[src/rtl/pipe_tx_lane_params.svh]
`ifndef PIPE_TX_LANE_PARAMS_SVH
`define PIPE_TX_LANE_PARAMS_SVH

// ****************************************
// Register map (word-addressed, plain port)
// ****************************************
`define ADDR_CTRL 4'h0
`define ADDR_TX_WORD 4'h1
`define ADDR_TX_CTRL 4'h2
`define ADDR_STATUS 4'h3
`define ADDR_SENT 4'h4

// ****************************************
// Control register fields
// ****************************************
`define CTRL_RATE_LO 0
`define CTRL_DEEMPH 2
`define CTRL_DETECT 3
`define CTRL_IDLE 4
`define CTRL_SWING 5
`define CTRL_MARGIN_LO 8
`define CTRL_MARGIN_HI 10
`define CTRL_RESET_VAL 32'h0000_0010

// ****************************************
// Transmit word control fields
// ****************************************
`define TXC_FLAGS_LO 0
`define TXC_FLAGS_HI 3
`define TXC_HDR_LO 4
`define TXC_HDR_HI 5
`define TXC_BLKST 6
`define TXC_VALID 7

// ****************************************
// Status register fields
// ****************************************
`define STATUS_BAD_HDR 0

// ****************************************
// Encodings and reset values
// ****************************************
`define RATE_GEN1 2'h0
`define RATE_GEN2 2'h1
`define HDR_ORDERED_SET 2'h1
`define HDR_DATA_BLOCK 2'h2
`define SKIP_INVALID 1'h0
`define SKIP_VALID 1'h1

`endif

[src/rtl/pipe_tx_lane_pkg.sv]
package pipe_tx_lane_pkg;
    typedef enum logic [1:0] {
        RATE_SEL_GEN1,
        RATE_SEL_GEN2,
        RATE_SEL_GEN3
    } rate_sel_t;
endpackage : pipe_tx_lane_pkg

[src/rtl/pipe_tx_lane.sv]
`timescale 1ns/1ps
`include "pipe_tx_lane_params.svh"

// Notes on behaviour
// - Each lane presents its 32-bit transmit word on its own output bus.
// - Four control flags, one per byte; 0 marks data, 1 marks control.
// - Flag bit 0 belongs to the lowest byte, higher bits to higher bytes.
// - Control flags matter only at Gen1 and Gen2; written as zero at Gen3.
// - At Gen3 a skip qualifier marks the word valid (1) or ignored (0).
// - De-emphasis follows the value learnt from training; user need not touch it. Here software loads it into control bit 2.
// - Detect request asks the PHY for receiver detection or loopback.
// - Idle request forces the lane transmitter into electrical idle.
// - Three-bit voltage margin comes from link control 2; simulation only.
// - Swing select high asks full swing, low asks half swing.
// - Gen3 block header: 01 ordered set block, 10 data block.
// - Rate 00 is Gen1, 01 Gen2, 1x Gen3.
// - At Gen3 a block start output flags each block's first word.
module pipe_tx_lane
    import pipe_tx_lane_pkg::*;
(
    input wire logic clk_in,
    input wire logic srst_in,
    input wire logic [3:0] addr_in,
    input wire logic [31:0] wdata_in,
    input wire logic wr_in,
    input wire logic rd_in,
    output logic [31:0] rdata_out,
    output logic [31:0] lane_tx_word_out,
    output logic [3:0] lane_tx_ctrl_byte_flags_out,
    output logic lane_tx_skip_qualifier_out,
    output logic lane_tx_block_start_out,
    output logic [1:0] lane_tx_block_header_out,
    output logic lane_tx_deemphasis_sel_out,
    output logic lane_rx_detect_request_out,
    output logic lane_tx_idle_request_out,
    output logic [2:0] lane_tx_voltage_margin_out,
    output logic lane_tx_full_swing_out
);

    // ****************************************
    // Decode helpers
    // ****************************************
    // Rate code to signal set; bit 1 alone picks Gen3, so bit 0 is
    // then ignored and both Gen3 codes behave the same
    function automatic rate_sel_t decode_rate(input logic [1:0] code);
        if (code[1]) begin
            decode_rate = RATE_SEL_GEN3;
        end else if (code == `RATE_GEN2) begin
            decode_rate = RATE_SEL_GEN2;
        end else begin
            decode_rate = RATE_SEL_GEN1;
        end
    endfunction : decode_rate

    // Header legal only with the two defined encodings;
    // 00 and 11 are caught here and never reach the pins
    function automatic logic header_ok(input logic [1:0] hdr);
        header_ok = (hdr == `HDR_ORDERED_SET) || (hdr == `HDR_DATA_BLOCK);
    endfunction : header_ok

    // One strobe aimed at one register word;
    // shared by every write decode below
    function automatic logic reg_hit(input logic strobe, input logic [3:0] addr,
            input logic [3:0] target);
        reg_hit = strobe && (addr == target);
    endfunction : reg_hit

    // ****************************************
    // State and decoded strobes
    // ****************************************
    // Configuration, status and counter words
    logic [31:0] ctrl_ff;
    logic [31:0] sent_ff;
    logic bad_hdr_ff;
    rate_sel_t rate_ff;

    // Per-register write strobes
    logic wr_ctrl;
    logic wr_tx_word;
    logic wr_txc;
    logic wr_status;

    // Fields of the transmit control word on the bus
    logic [3:0] txc_flags;
    logic [1:0] txc_hdr;
    logic txc_blkst;
    logic txc_valid;

    // Derived conditions and readback images
    logic gen3;
    logic hdr_legal;
    logic bad_hdr_evt;
    logic bad_hdr_clr;
    logic [31:0] txc_readback;
    logic [31:0] status_readback;

    // Write strobes, one per writable register word (none for the sent count);
    // reads are decoded in the read mux instead
    assign wr_ctrl = reg_hit(wr_in, addr_in, `ADDR_CTRL);
    assign wr_tx_word = reg_hit(wr_in, addr_in, `ADDR_TX_WORD);
    assign wr_txc = reg_hit(wr_in, addr_in, `ADDR_TX_CTRL);
    assign wr_status = reg_hit(wr_in, addr_in, `ADDR_STATUS);

    // Transmit control word fields, taken straight off the bus;
    // they only matter in the cycle of a write to that word
    assign txc_flags = wdata_in[`TXC_FLAGS_HI:`TXC_FLAGS_LO];
    assign txc_hdr = wdata_in[`TXC_HDR_HI:`TXC_HDR_LO];
    assign txc_blkst = wdata_in[`TXC_BLKST];
    assign txc_valid = wdata_in[`TXC_VALID];

    // Signal set in force, read from the control word itself so that
    // a lane write right after a rate write already obeys the new rate
    assign gen3 = (decode_rate(ctrl_ff[`CTRL_RATE_LO +: 2]) == RATE_SEL_GEN3);
    assign hdr_legal = header_ok(txc_hdr);

    // ****************************************
    // Control register
    // ****************************************
    // Bits 1:0 rate, 2 de-emphasis, 3 detect, 4 idle, 5 swing, 10:8 margin;
    // the other bits read back as written and drive nothing
    always_ff @(posedge clk_in) begin
        if (srst_in) begin
            ctrl_ff <= `CTRL_RESET_VAL;
        end else if (wr_ctrl) begin
            ctrl_ff <= wdata_in;
        end
    end

    // Decoded rate for status readback, loaded beside the control word
    // so a read straight after a rate write never shows the old rate
    always_ff @(posedge clk_in) begin
        if (srst_in) begin
            rate_ff <= RATE_SEL_GEN1;
        end else if (wr_ctrl) begin
            rate_ff <= decode_rate(wdata_in[`CTRL_RATE_LO +: 2]);
        end
    end

    // ****************************************
    // Lane static controls
    // ****************************************
    // Each pin is a flop one cycle behind the control word: the pins stay
    // glitch-free at the cost of one cycle of latency after a write

    // De-emphasis as software loads it after training;
    // there is no retraining logic here, software owns the value
    always_ff @(posedge clk_in) begin
        if (srst_in) begin
            lane_tx_deemphasis_sel_out <= 1'h0;
        end else begin
            lane_tx_deemphasis_sel_out <= ctrl_ff[`CTRL_DEEMPH];
        end
    end

    // Receiver detect or loopback request,
    // held for as long as software leaves the bit set
    always_ff @(posedge clk_in) begin
        if (srst_in) begin
            lane_rx_detect_request_out <= 1'h0;
        end else begin
            lane_rx_detect_request_out <= ctrl_ff[`CTRL_DETECT];
        end
    end

    // Electrical idle; out of reset the lane stays quiet
    // until software clears the idle bit
    always_ff @(posedge clk_in) begin
        if (srst_in) begin
            lane_tx_idle_request_out <= 1'h1;
        end else begin
            lane_tx_idle_request_out <= ctrl_ff[`CTRL_IDLE];
        end
    end

    // Voltage margin code;
    // only simulation models act on it
    always_ff @(posedge clk_in) begin
        if (srst_in) begin
            lane_tx_voltage_margin_out <= 3'h0;
        end else begin
            lane_tx_voltage_margin_out <= ctrl_ff[`CTRL_MARGIN_HI:`CTRL_MARGIN_LO];
        end
    end

    // Full swing when high, half swing when low;
    // software picks it to suit the channel
    always_ff @(posedge clk_in) begin
        if (srst_in) begin
            lane_tx_full_swing_out <= 1'h0;
        end else begin
            lane_tx_full_swing_out <= ctrl_ff[`CTRL_SWING];
        end
    end

    // ****************************************
    // Transmit data path
    // ****************************************
    // Software writes the word first, then its control word. A lone word
    // write shows on the pins at once under the old control word, so at
    // Gen3 mark the lane invalid first if the PHY must not see that pair.
    // Every lane output holds until the next write that touches it.

    // Word register; one full 32-bit word per write,
    // byte 0 in the low bits
    always_ff @(posedge clk_in) begin
        if (srst_in) begin
            lane_tx_word_out <= 32'h0;
        end else if (wr_tx_word) begin
            lane_tx_word_out <= wdata_in;
        end
    end

    // Byte flags; bit n tags byte n of the word,
    // zeroed by control word writes made at Gen3, where they mean nothing
    always_ff @(posedge clk_in) begin
        if (srst_in) begin
            lane_tx_ctrl_byte_flags_out <= 4'h0;
        end else if (wr_txc) begin
            if (gen3) begin
                lane_tx_ctrl_byte_flags_out <= 4'h0;
            end else begin
                lane_tx_ctrl_byte_flags_out <= txc_flags;
            end
        end
    end

    // Skip qualifier as a held level, one value per control word at Gen3.
    // Outside Gen3 it stays valid so the PHY never drops a word.
    always_ff @(posedge clk_in) begin
        if (srst_in) begin
            lane_tx_skip_qualifier_out <= `SKIP_VALID;
        end else if (!gen3) begin
            lane_tx_skip_qualifier_out <= `SKIP_VALID;
        end else if (wr_txc) begin
            lane_tx_skip_qualifier_out <= txc_valid;
        end
    end

    // Header moves only on valid Gen3 words with a legal code; an illegal
    // code keeps the last good header and is reported in status instead
    always_ff @(posedge clk_in) begin
        if (srst_in) begin
            lane_tx_block_header_out <= `HDR_DATA_BLOCK;
        end else if (wr_txc && gen3 && txc_valid && hdr_legal) begin
            lane_tx_block_header_out <= txc_hdr;
        end
    end

    // Block start held at Gen3 until the next valid control word and zero outside Gen3; a skipped word
    // leaves it alone, so it never changes on a cycle marked invalid
    always_ff @(posedge clk_in) begin
        if (srst_in) begin
            lane_tx_block_start_out <= 1'h0;
        end else if (!gen3) begin
            lane_tx_block_start_out <= 1'h0;
        end else if (wr_txc && txc_valid) begin
            lane_tx_block_start_out <= txc_blkst;
        end
    end

    // ****************************************
    // Status
    // ****************************************
    // Bit 0 flags a bad header until software writes 1 to clear it;
    // bits 2:1 give the rate that the lane is obeying

    // Bad-header event and its software clear
    assign bad_hdr_evt = wr_txc && gen3 && txc_valid && !hdr_legal;
    assign bad_hdr_clr = wr_status && wdata_in[`STATUS_BAD_HDR];

    // Sticky bad-header flag; a new bad header wins over the clear
    always_ff @(posedge clk_in) begin
        if (srst_in) begin
            bad_hdr_ff <= 1'h0;
        end else if (bad_hdr_evt) begin
            bad_hdr_ff <= 1'h1;
        end else if (bad_hdr_clr) begin
            bad_hdr_ff <= 1'h0;
        end
    end

    // Count of control words written; wraps,
    // so software takes differences of two reads
    always_ff @(posedge clk_in) begin
        if (srst_in) begin
            sent_ff <= 32'h0;
        end else if (wr_txc) begin
            sent_ff <= sent_ff + 32'h1;
        end
    end

    // ****************************************
    // Readback images
    // ****************************************
    // Lane control word in the same bit places as the write that set it
    assign txc_readback = {
        24'h0,
        lane_tx_skip_qualifier_out,
        lane_tx_block_start_out,
        lane_tx_block_header_out,
        lane_tx_ctrl_byte_flags_out
    };

    // Status word: decoded rate above the sticky flag
    assign status_readback = {
        29'h0,
        rate_ff,
        bad_hdr_ff
    };

    // ****************************************
    // Register read
    // ****************************************
    // Read data valid only the cycle after the strobe and zero otherwise,
    // so several blocks can share one read bus through a plain OR
    always_ff @(posedge clk_in) begin
        if (srst_in || !rd_in) begin
            rdata_out <= 32'h0;
        end else begin
            unique case (addr_in)
                `ADDR_CTRL: begin
                    rdata_out <= ctrl_ff;
                end
                `ADDR_TX_WORD: begin
                    rdata_out <= lane_tx_word_out;
                end
                `ADDR_TX_CTRL: begin
                    rdata_out <= txc_readback;
                end
                `ADDR_STATUS: begin
                    rdata_out <= status_readback;
                end
                `ADDR_SENT: begin
                    rdata_out <= sent_ff;
                end
                // Unmapped words read as zero; writes to them are ignored
                default: begin
                    rdata_out <= 32'h0;
                end
            endcase
        end
    end

endmodule : pipe_tx_lane

[config.mk]
export PLATFORM = sky130hd
export DESIGN_NAME = pipe_tx_lane
export DESIGN_NICKNAME = d
export VERILOG_FILES = /design/src/rtl/pipe_tx_lane_pkg.sv /design/src/rtl/pipe_tx_lane.sv
export VERILOG_INCLUDE_DIRS = /design/src /design/src/rtl
export SDC_FILE = /design/constraint.sdc
export NUM_CORES = 1
export LEC_CHECK = 0
export CORE_ASPECT_RATIO = 1.1
export CORE_UTILIZATION = 50
export CTS_CLUSTER_DIAMETER = 100
export DETAILED_ROUTE_END_ITERATION = 12
export DONT_BUFFER_PORTS = 1
export GPL_TIMING_DRIVEN = 0
export HOLD_SLACK_MARGIN = 0.06
export PLACE_DENSITY = 0.75
export SLEW_MARGIN = 5
export SYNTH_ARGS = -nofsm -noshare
export SYNTH_HDL_FRONTEND = slang
export SYNTH_SLANG_ARGS = --single-unit
[constraint.sdc]
create_clock -name clk_in -period 2.7 [get_ports clk_in]
set_clock_uncertainty 0.05 [all_clocks]
set_input_delay 0.135 -clock clk_in [delete_from_list [all_inputs] [get_ports clk_in]]
set_output_delay 0.135 -clock clk_in [all_outputs]
set_load 0.01 [all_outputs]
==> qor.csv, run 1 <==
stage,metric,value,unit
drt,wire_per_inst,18.9,um
yosys,ys_ff_latch,145,
place,placed_cells,832,
drt,drt_first_iter_violations,507,
floorplan,dieWidth,103,um
floorplan,fp.coreArea,11000,sq um
place,port_buffers,0,
yosys,synth.distinct_cells,40,
worst_hold_path,hold_depth,3,
yosys,syn_inst,685,
layout,design_area,6830,sq um
clocking,hold_buffers,35,
layout,layout_commonest_cell,nand2_1,
critical_path,crit_path_end_kind,flop,
drt,postRouteAntennaNets,0,
floorplan,die_y,114,um
yosys,synth_nets,726,
critical_path,crit_fanout,10,
clocking,clockBufferDepth,2,
global_routing,grt_max_degree,17,
floorplan,dieArea,11800,sq um
yosys,synthArstFlopShare,0,
sta,rsz0062_at_grt,no,
sta,period_needed,2340,ps
global_routing,antenna_found_initial,0,
sta,drv_slew,0,
place,dp_hpwl,11300,um
yosys,synth_edf_count,0,
clocking,post_cts_resized,0,
worst_hold_path,holdPathEnd,rdata_out[1],
global_routing,grt_pass1_vias,5268,
clocking,cts_buffers,17,
layout,ff_latch_area,2900,sq um
global_routing,grt_pass1_wl,26500,um
worst_hold_path,min_path_type,in2reg,
run,cap_viol_max_count,0,
power_and_ir_drop,ir_worst_vdd,0.404,mV
layout,finalNonFillerCells,899,
sta,setup_tns,0,ps
critical_path,r2r_setup_slack,360,ps
outcome,status,"complete, no violations",
critical_path,crit_path_top_delay_cell,or4_1,
clocking,cts_tree,built,
worst_hold_path,min-delay-start,addr_in[0],
critical_path,reg2reg_to,sent_ff[24],
yosys,synth_ff_type,dfxtp_1,
floorplan,start_util,0.517,
sta,period_share,0.866,
clocking,clock-sinks,145,
critical_path,cp_data_arrival_time,2570,ps
place,place_congestion,0.866,
clocking,cts_max_level,4,
sta,tightest_slew,964,ps
layout,mostFrequentLayoutCells,"nand2_1, dfxtp_1, a21oi_1",
layout,area_growth,20.5,%
floorplan,ioPinCount,119,
place,dp_slack,-77.3,ps
power_and_ir_drop,p_total,0.00477,W
power_and_ir_drop,p_leak,2.06,nW
critical_path,crit_type,reg2reg,
global_routing,grt_use_total,0.298,
layout,multi_input_area,2530,sq um
critical_path,worstSetupStartpointType,flop,
critical_path,reg2regPathDepth,6,
clocking,clockRootBuffer,clkbuf_16,
place,place_area,5850,sq um
drt,via_per_inst,6.03,
floorplan,rows,40,
critical_path,r2r-start,sent_ff[11],
layout,final_nets,780,
clocking,clk_pin_slew_worst_paths,60,ps
yosys,ys_seq_area_frac,0.513,
sta,fin_ws,362,ps
power_and_ir_drop,p_per_area,699,nW/um^2
drt,vias,5422,
sta,clock.fmax,0.428,GHz
sta,relSlewSlack,0.356,
yosys,syn_avg_cell_area,8.27,sq um
global_routing,grt_overflow,0,
clocking,post_cts_buffers,0,
yosys,yosys_warnings,0,
layout,drive_gt1_frac,0.0598,
yosys,syn_area,5660,sq um
critical_path,crit_chain,"nand4_1, or4_1, clkbuf_1, clkbuf_1, o31ai_1, a21oi_1",
sta,hold_viol,0,
critical_path,cp_slowest_stage_delay,570,ps
clocking,clk_latency,420,ps
critical_path,worstPathRequired,2930,ps
layout,fillers,927,
critical_path,path_common_cell,clkbuf_1,
drt,first_pass_iters,7,
drt,drc,0,
layout,n_antenna_cell,0,
drt,wl,17000,um
sta,setup_viol,0,
kinds of logic after synthesis:
kind of cell               Yosys count  synth area share
AOI/OAI and AO/OA                  188             0.195
xor gates and xnor gates             9            0.0139
adders and majority gates            1           0.00221
buffers and inverters               60            0.0429
DFF                                145             0.513
muxes                                2           0.00398
and+or+nand+nor                    280             0.230
power by group:
part           switching (W)  internal [W]
clock               0.000883       0.00155
combinational       0.000109     0.0000607
sequential         0.0000155       0.00215
synth_stat cells, drive strengths merged, types with 2 or more instances:
cell | instances | area [sq um]
nor4b | 3 | 26.3
or4 | 19 | 143
nand4 | 9 | 56.3
or3 | 7 | 43.8
nor2b | 7 | 43.8
and4 | 2 | 17.5
a22oi | 30 | 225
clkbuf | 46 | 173
nor2 | 11 | 41.3
o21ai | 7 | 35.0
nand3 | 14 | 70.1
and2 | 3 | 18.8
o31ai | 15 | 113
a31oi | 4 | 25.0
or2 | 3 | 18.8
nand2 | 182 | 683
nor4 | 7 | 43.8
xnor2 | 9 | 78.8
dfxtp | 145 | 2900
inv | 8 | 30.0
a21oi | 121 | 606
mux2 | 2 | 22.5
nand3b | 5 | 37.5
and3 | 2 | 12.5
buf | 6 | 40.0
a222oi | 5 | 50.1
nor3 | 3 | 15.0
worst max-delay path by stage:
stage,start,endpoint,slack [ps]
2_1_floorplan,addr_in[3],sent_ff[22],600
3_3_place_gp,addr_in[3],lane_tx_word_out[8],-60
3_5_place_dp,addr_in[3],ctrl_ff[21],-80
4_1_cts,addr_in[3],ctrl_ff[21],300
5_1_grt,sent_ff[11],sent_ff[20],150
6_report,sent_ff[11],sent_ff[24],360
critical path: cells and delay by family (launching register included):
family / cells / cell delay (ps)
compound gates: 2 / 400
buf+inv: 2 / 530
flops: 1 / 450
simple gates: 2 / 760
sequential cells by signal (all words and copies together) (netlist names):
name and flops:
lane_tx_word_out 32, lane_tx_block_start_out 1, bad_hdr_ff 1, rate_ff 1, lane_tx_full_swing_out 1, lane_tx_idle_request_out 1
lane_tx_skip_qualifier_out 1, ctrl_ff 32, lane_tx_deemphasis_sel_out 1, lane_tx_ctrl_byte_flags_out 4, rdata_out 32, lane_rx_detect_request_out 1
lane_tx_voltage_margin_out 3, lane_tx_block_header_out 2, sent_ff 32
through the flow:
| stage | utilization | hold slack [ps] |
|---|---|---|
| finish | 0.623 | 80.6 |
| global route | 0.623 | 91.5 |
| CTS | 0.622 | 74.8 |
| detailed placement | 0.534 | 204 |
| global placement | 0.533 | 195 |
| floorplan | - | 193 |
cell type report:
type	instances	area share
flip-flops and latches	145	0.425
multi-input cells	480	0.371
clock buffers	23	0.0715
repair buffers	35	0.0513
plain buffers	52	0.0312
well taps	147	0.0269
clock inverters	9	0.0189
inverters	8	0.00440
layer usage:
layer  wire, um  share of wire  vias to the layer above  GRT usage
li1           -              -                     2515          -
met1       7030           0.41                     2575      0.378
met2       8130           0.48                      288      0.472
met3       1310          0.077                       44     0.0760
met4        518          0.031                        0      0.136
met5          0              0                        -          0
(Power assumes the default switching activity.)
==> run 2: changes to the inputs <==
- REMOVE_ABC_BUFFERS: default -> 1
==> run 2 against run 1 <==
Compared with the run above:
- setup slack worse by 35 ps
- clock-buffer cell count unchanged
- die area unchanged
- critical path type is now in2reg
- highest routed layer unchanged
==> qor.csv, run 2 (synthesis gave the netlist of run 1 again) <==
stage,metric,value,unit,change
outcome,status,"complete, no violations",,
global_routing,grt_max_degree,112,,+95
power_and_ir_drop,ir_worst_vdd,0.369,mV,-8.7%
sta,rsz0062_at_grt,no,,
drt,drc,0,,unchanged
critical_path,worstSetupStartpointType,input port,,
clocking,clk_latency,410,ps,about the same
sta,period_needed,2370,ps,+35.0 ps
sta,fin_hold_ws,83.9,ps,+3.28 ps
place,dp_slack,202,ps,+280 ps
power_and_ir_drop,p_leak,2.14,nW,+3.9%
layout,drive_gt1_frac,0.0882,,+0.0283
worst_hold_path,holdPathEnd,sent_ff[6],,
clocking,cts_buffers,17,,unchanged
global_routing,grt_pass1_wl,24600,um,-7.3%
floorplan,die_y,114,um,unchanged
sta,setup_viol,0,,unchanged
floorplan,dieWidth,103,um,unchanged
global_routing,antenna_found_initial,0,,unchanged
worst_hold_path,min-delay-start,wr_in,,
clocking,cts_tree,built,,
drt,postRouteAntennaNets,0,,unchanged
floorplan,start_util,0.517,,unchanged
clocking,clockBufferDepth,2,,unchanged
sta,drv_slew,0,,unchanged
power_and_ir_drop,intPower,0.00375,W,-0.29%
critical_path,cp_data_arrival_time,2680,ps,+110 ps
floorplan,ioPinCount,119,,unchanged
sta,clock.fmax,0.421,GHz,-1.5%
critical_path,reg2reg_to,sent_ff[22],,
power_and_ir_drop,switching_share,0.208,,-0.00275
place,placed_cells,796,,-4.3%
power_and_ir_drop,seqPwrFrac,0.458,,+0.003
drt,wire_per_inst,17.8,um,-6.0%
global_routing,grt_overflow,0,,unchanged
layout,multi_input_area,2550,sq um,+0.94%
layout,mostFrequentLayoutCells,"nand2_1, dfxtp_1, a21oi_1",,
place,dp_hpwl,9420,um,-17%
sta,relSlewSlack,0.431,,+0.0754
floorplan,fp.coreArea,11000,sq um,unchanged
layout,final_nets,754,,-3.3%
critical_path,r2r_setup_slack,440,ps,+80 ps
layout,fillers,897,,-3.2%
critical_path,worstPathRequired,3010,ps,+80 ps
power_and_ir_drop,p_total,0.00474,W,-0.64%
drt,drt_first_iter_violations,337,,-34%
layout,area_growth,21.3,%,
floorplan,dieArea,11800,sq um,unchanged
clocking,cts_max_level,4,,unchanged
clocking,clk_pin_slew_worst_paths,60,ps,about the same
drt,wl,15500,um,-8.7%
drt,via_per_inst,5.91,,-2.1%
power_and_ir_drop,p_comb_frac,0.036,,about the same
critical_path,crit_type,in2reg,,
layout,ff_latch_area,2900,sq um,unchanged
critical_path,r2r-start,sent_ff[0],,
critical_path,crit_fanout,7,,-3
layout,n_antenna_cell,0,,unchanged
worst_hold_path,min_path_type,in2reg,,
layout,layout_commonest_cell,nand2_1,,
clocking,clock-sinks,145,,unchanged
power_and_ir_drop,p_per_area,690,nW/um^2,-1.3%
drt,vias,5157,,-4.9%
sta,tightest_slew,851,ps,-114 ps
sta,period_share,0.879,,+0.0130
drt,first_pass_iters,8,,+1
global_routing,grt_pass1_vias,4968,,-5.7%
critical_path,crit_path_end_kind,flop,,
run,cap_viol_max_count,0,,unchanged
global_routing,grt_use_total,0.271,,-0.0272
worst_hold_path,hold_depth,4,,+1
power_and_ir_drop,p_clk_frac,0.506,,-0.003
clocking,clockRootBuffer,clkbuf_16,,
place,port_buffers,0,,unchanged
sta,hold_viol,0,,unchanged
power_and_ir_drop,switchingPower,0.000988,W,-1.9%
layout,finalNonFillerCells,873,,-2.9%
sta,setup_tns,0,ps,unchanged
sta,fin_ws,327,ps,-35.0 ps
critical_path,reg2regPathDepth,5,,-1
place,place_congestion,0.804,,-7.1%
floorplan,rows,40,,unchanged
[run 2: per-stage QoR]
step	utilization	cell area [sq um]
final	0.627	6870
after global routing	0.627	6870
after CTS	0.626	6860
after detailed placement	0.528	5790
after global placement	0.514	5630
after floorplan	-	5450
[run 2: worst max-delay path by stage]
| stage | depth (start not counted) | start | to |
|---|---|---|---|
| 3_5_place_dp | 4 | sent_ff[11] | sent_ff[31] |
| 3_3_place_gp | 3 | addr_in[0] | rdata_out[0] |
| 5_1_grt | 7 | addr_in[3] | lane_tx_ctrl_byte_flags_out[1] |
| 6_report | 7 | addr_in[3] | lane_tx_ctrl_byte_flags_out[1] |
| 2_1_floorplan | 4 | addr_in[1] | lane_tx_word_out[0] |
| 4_1_cts | 4 | sent_ff[11] | sent_ff[31] |
[run 2: layer usage]
layer  share of wire  GRT usage
met1            0.42      0.336
met2            0.49      0.442
met3           0.071     0.0662
met4           0.020      0.120
met5               0          0
[run 2: worst max-delay path, cell delays in order]
cell and delay, ps:
dlygate4sd3_1 610, nor4b_2 550, buf_4 250, and2_1 320, nand3b_1 110, a21oi_1 150
dlygate4sd3_1 560
[run 2: final cells by class]
class / instances / area share
Sequential cell: 145 / 0.423
Multi-Input combinational cell: 480 / 0.372
Timing Repair Buffer: 61 / 0.0861
Clock buffer: 23 / 0.0696
Tap cell: 147 / 0.0268
Clock inverter: 9 / 0.0189
Inverter: 8 / 0.00437
[run 2: power groups by stage]
stage,logic [W],clock network [W],registers [W]
4_1_cts,0.000166,0.00242,0.00217
3_3_place_gp,0.0000652,0,0.00222
2_1_floorplan,0.0000453,0,0.00221
5_1_grt,0.000182,0.00251,0.00217
6_report,0.000171,0.00240,0.00217
3_5_place_dp,0.0000767,0,0.00222
[run 2: repair_timing]
item,in CTS,in global routing
hold endpoints to repair,123,0
resized for setup,0,1
endpoints found under the setup margin,0,1
hold buffers,45,0
buffers inserted,0,0
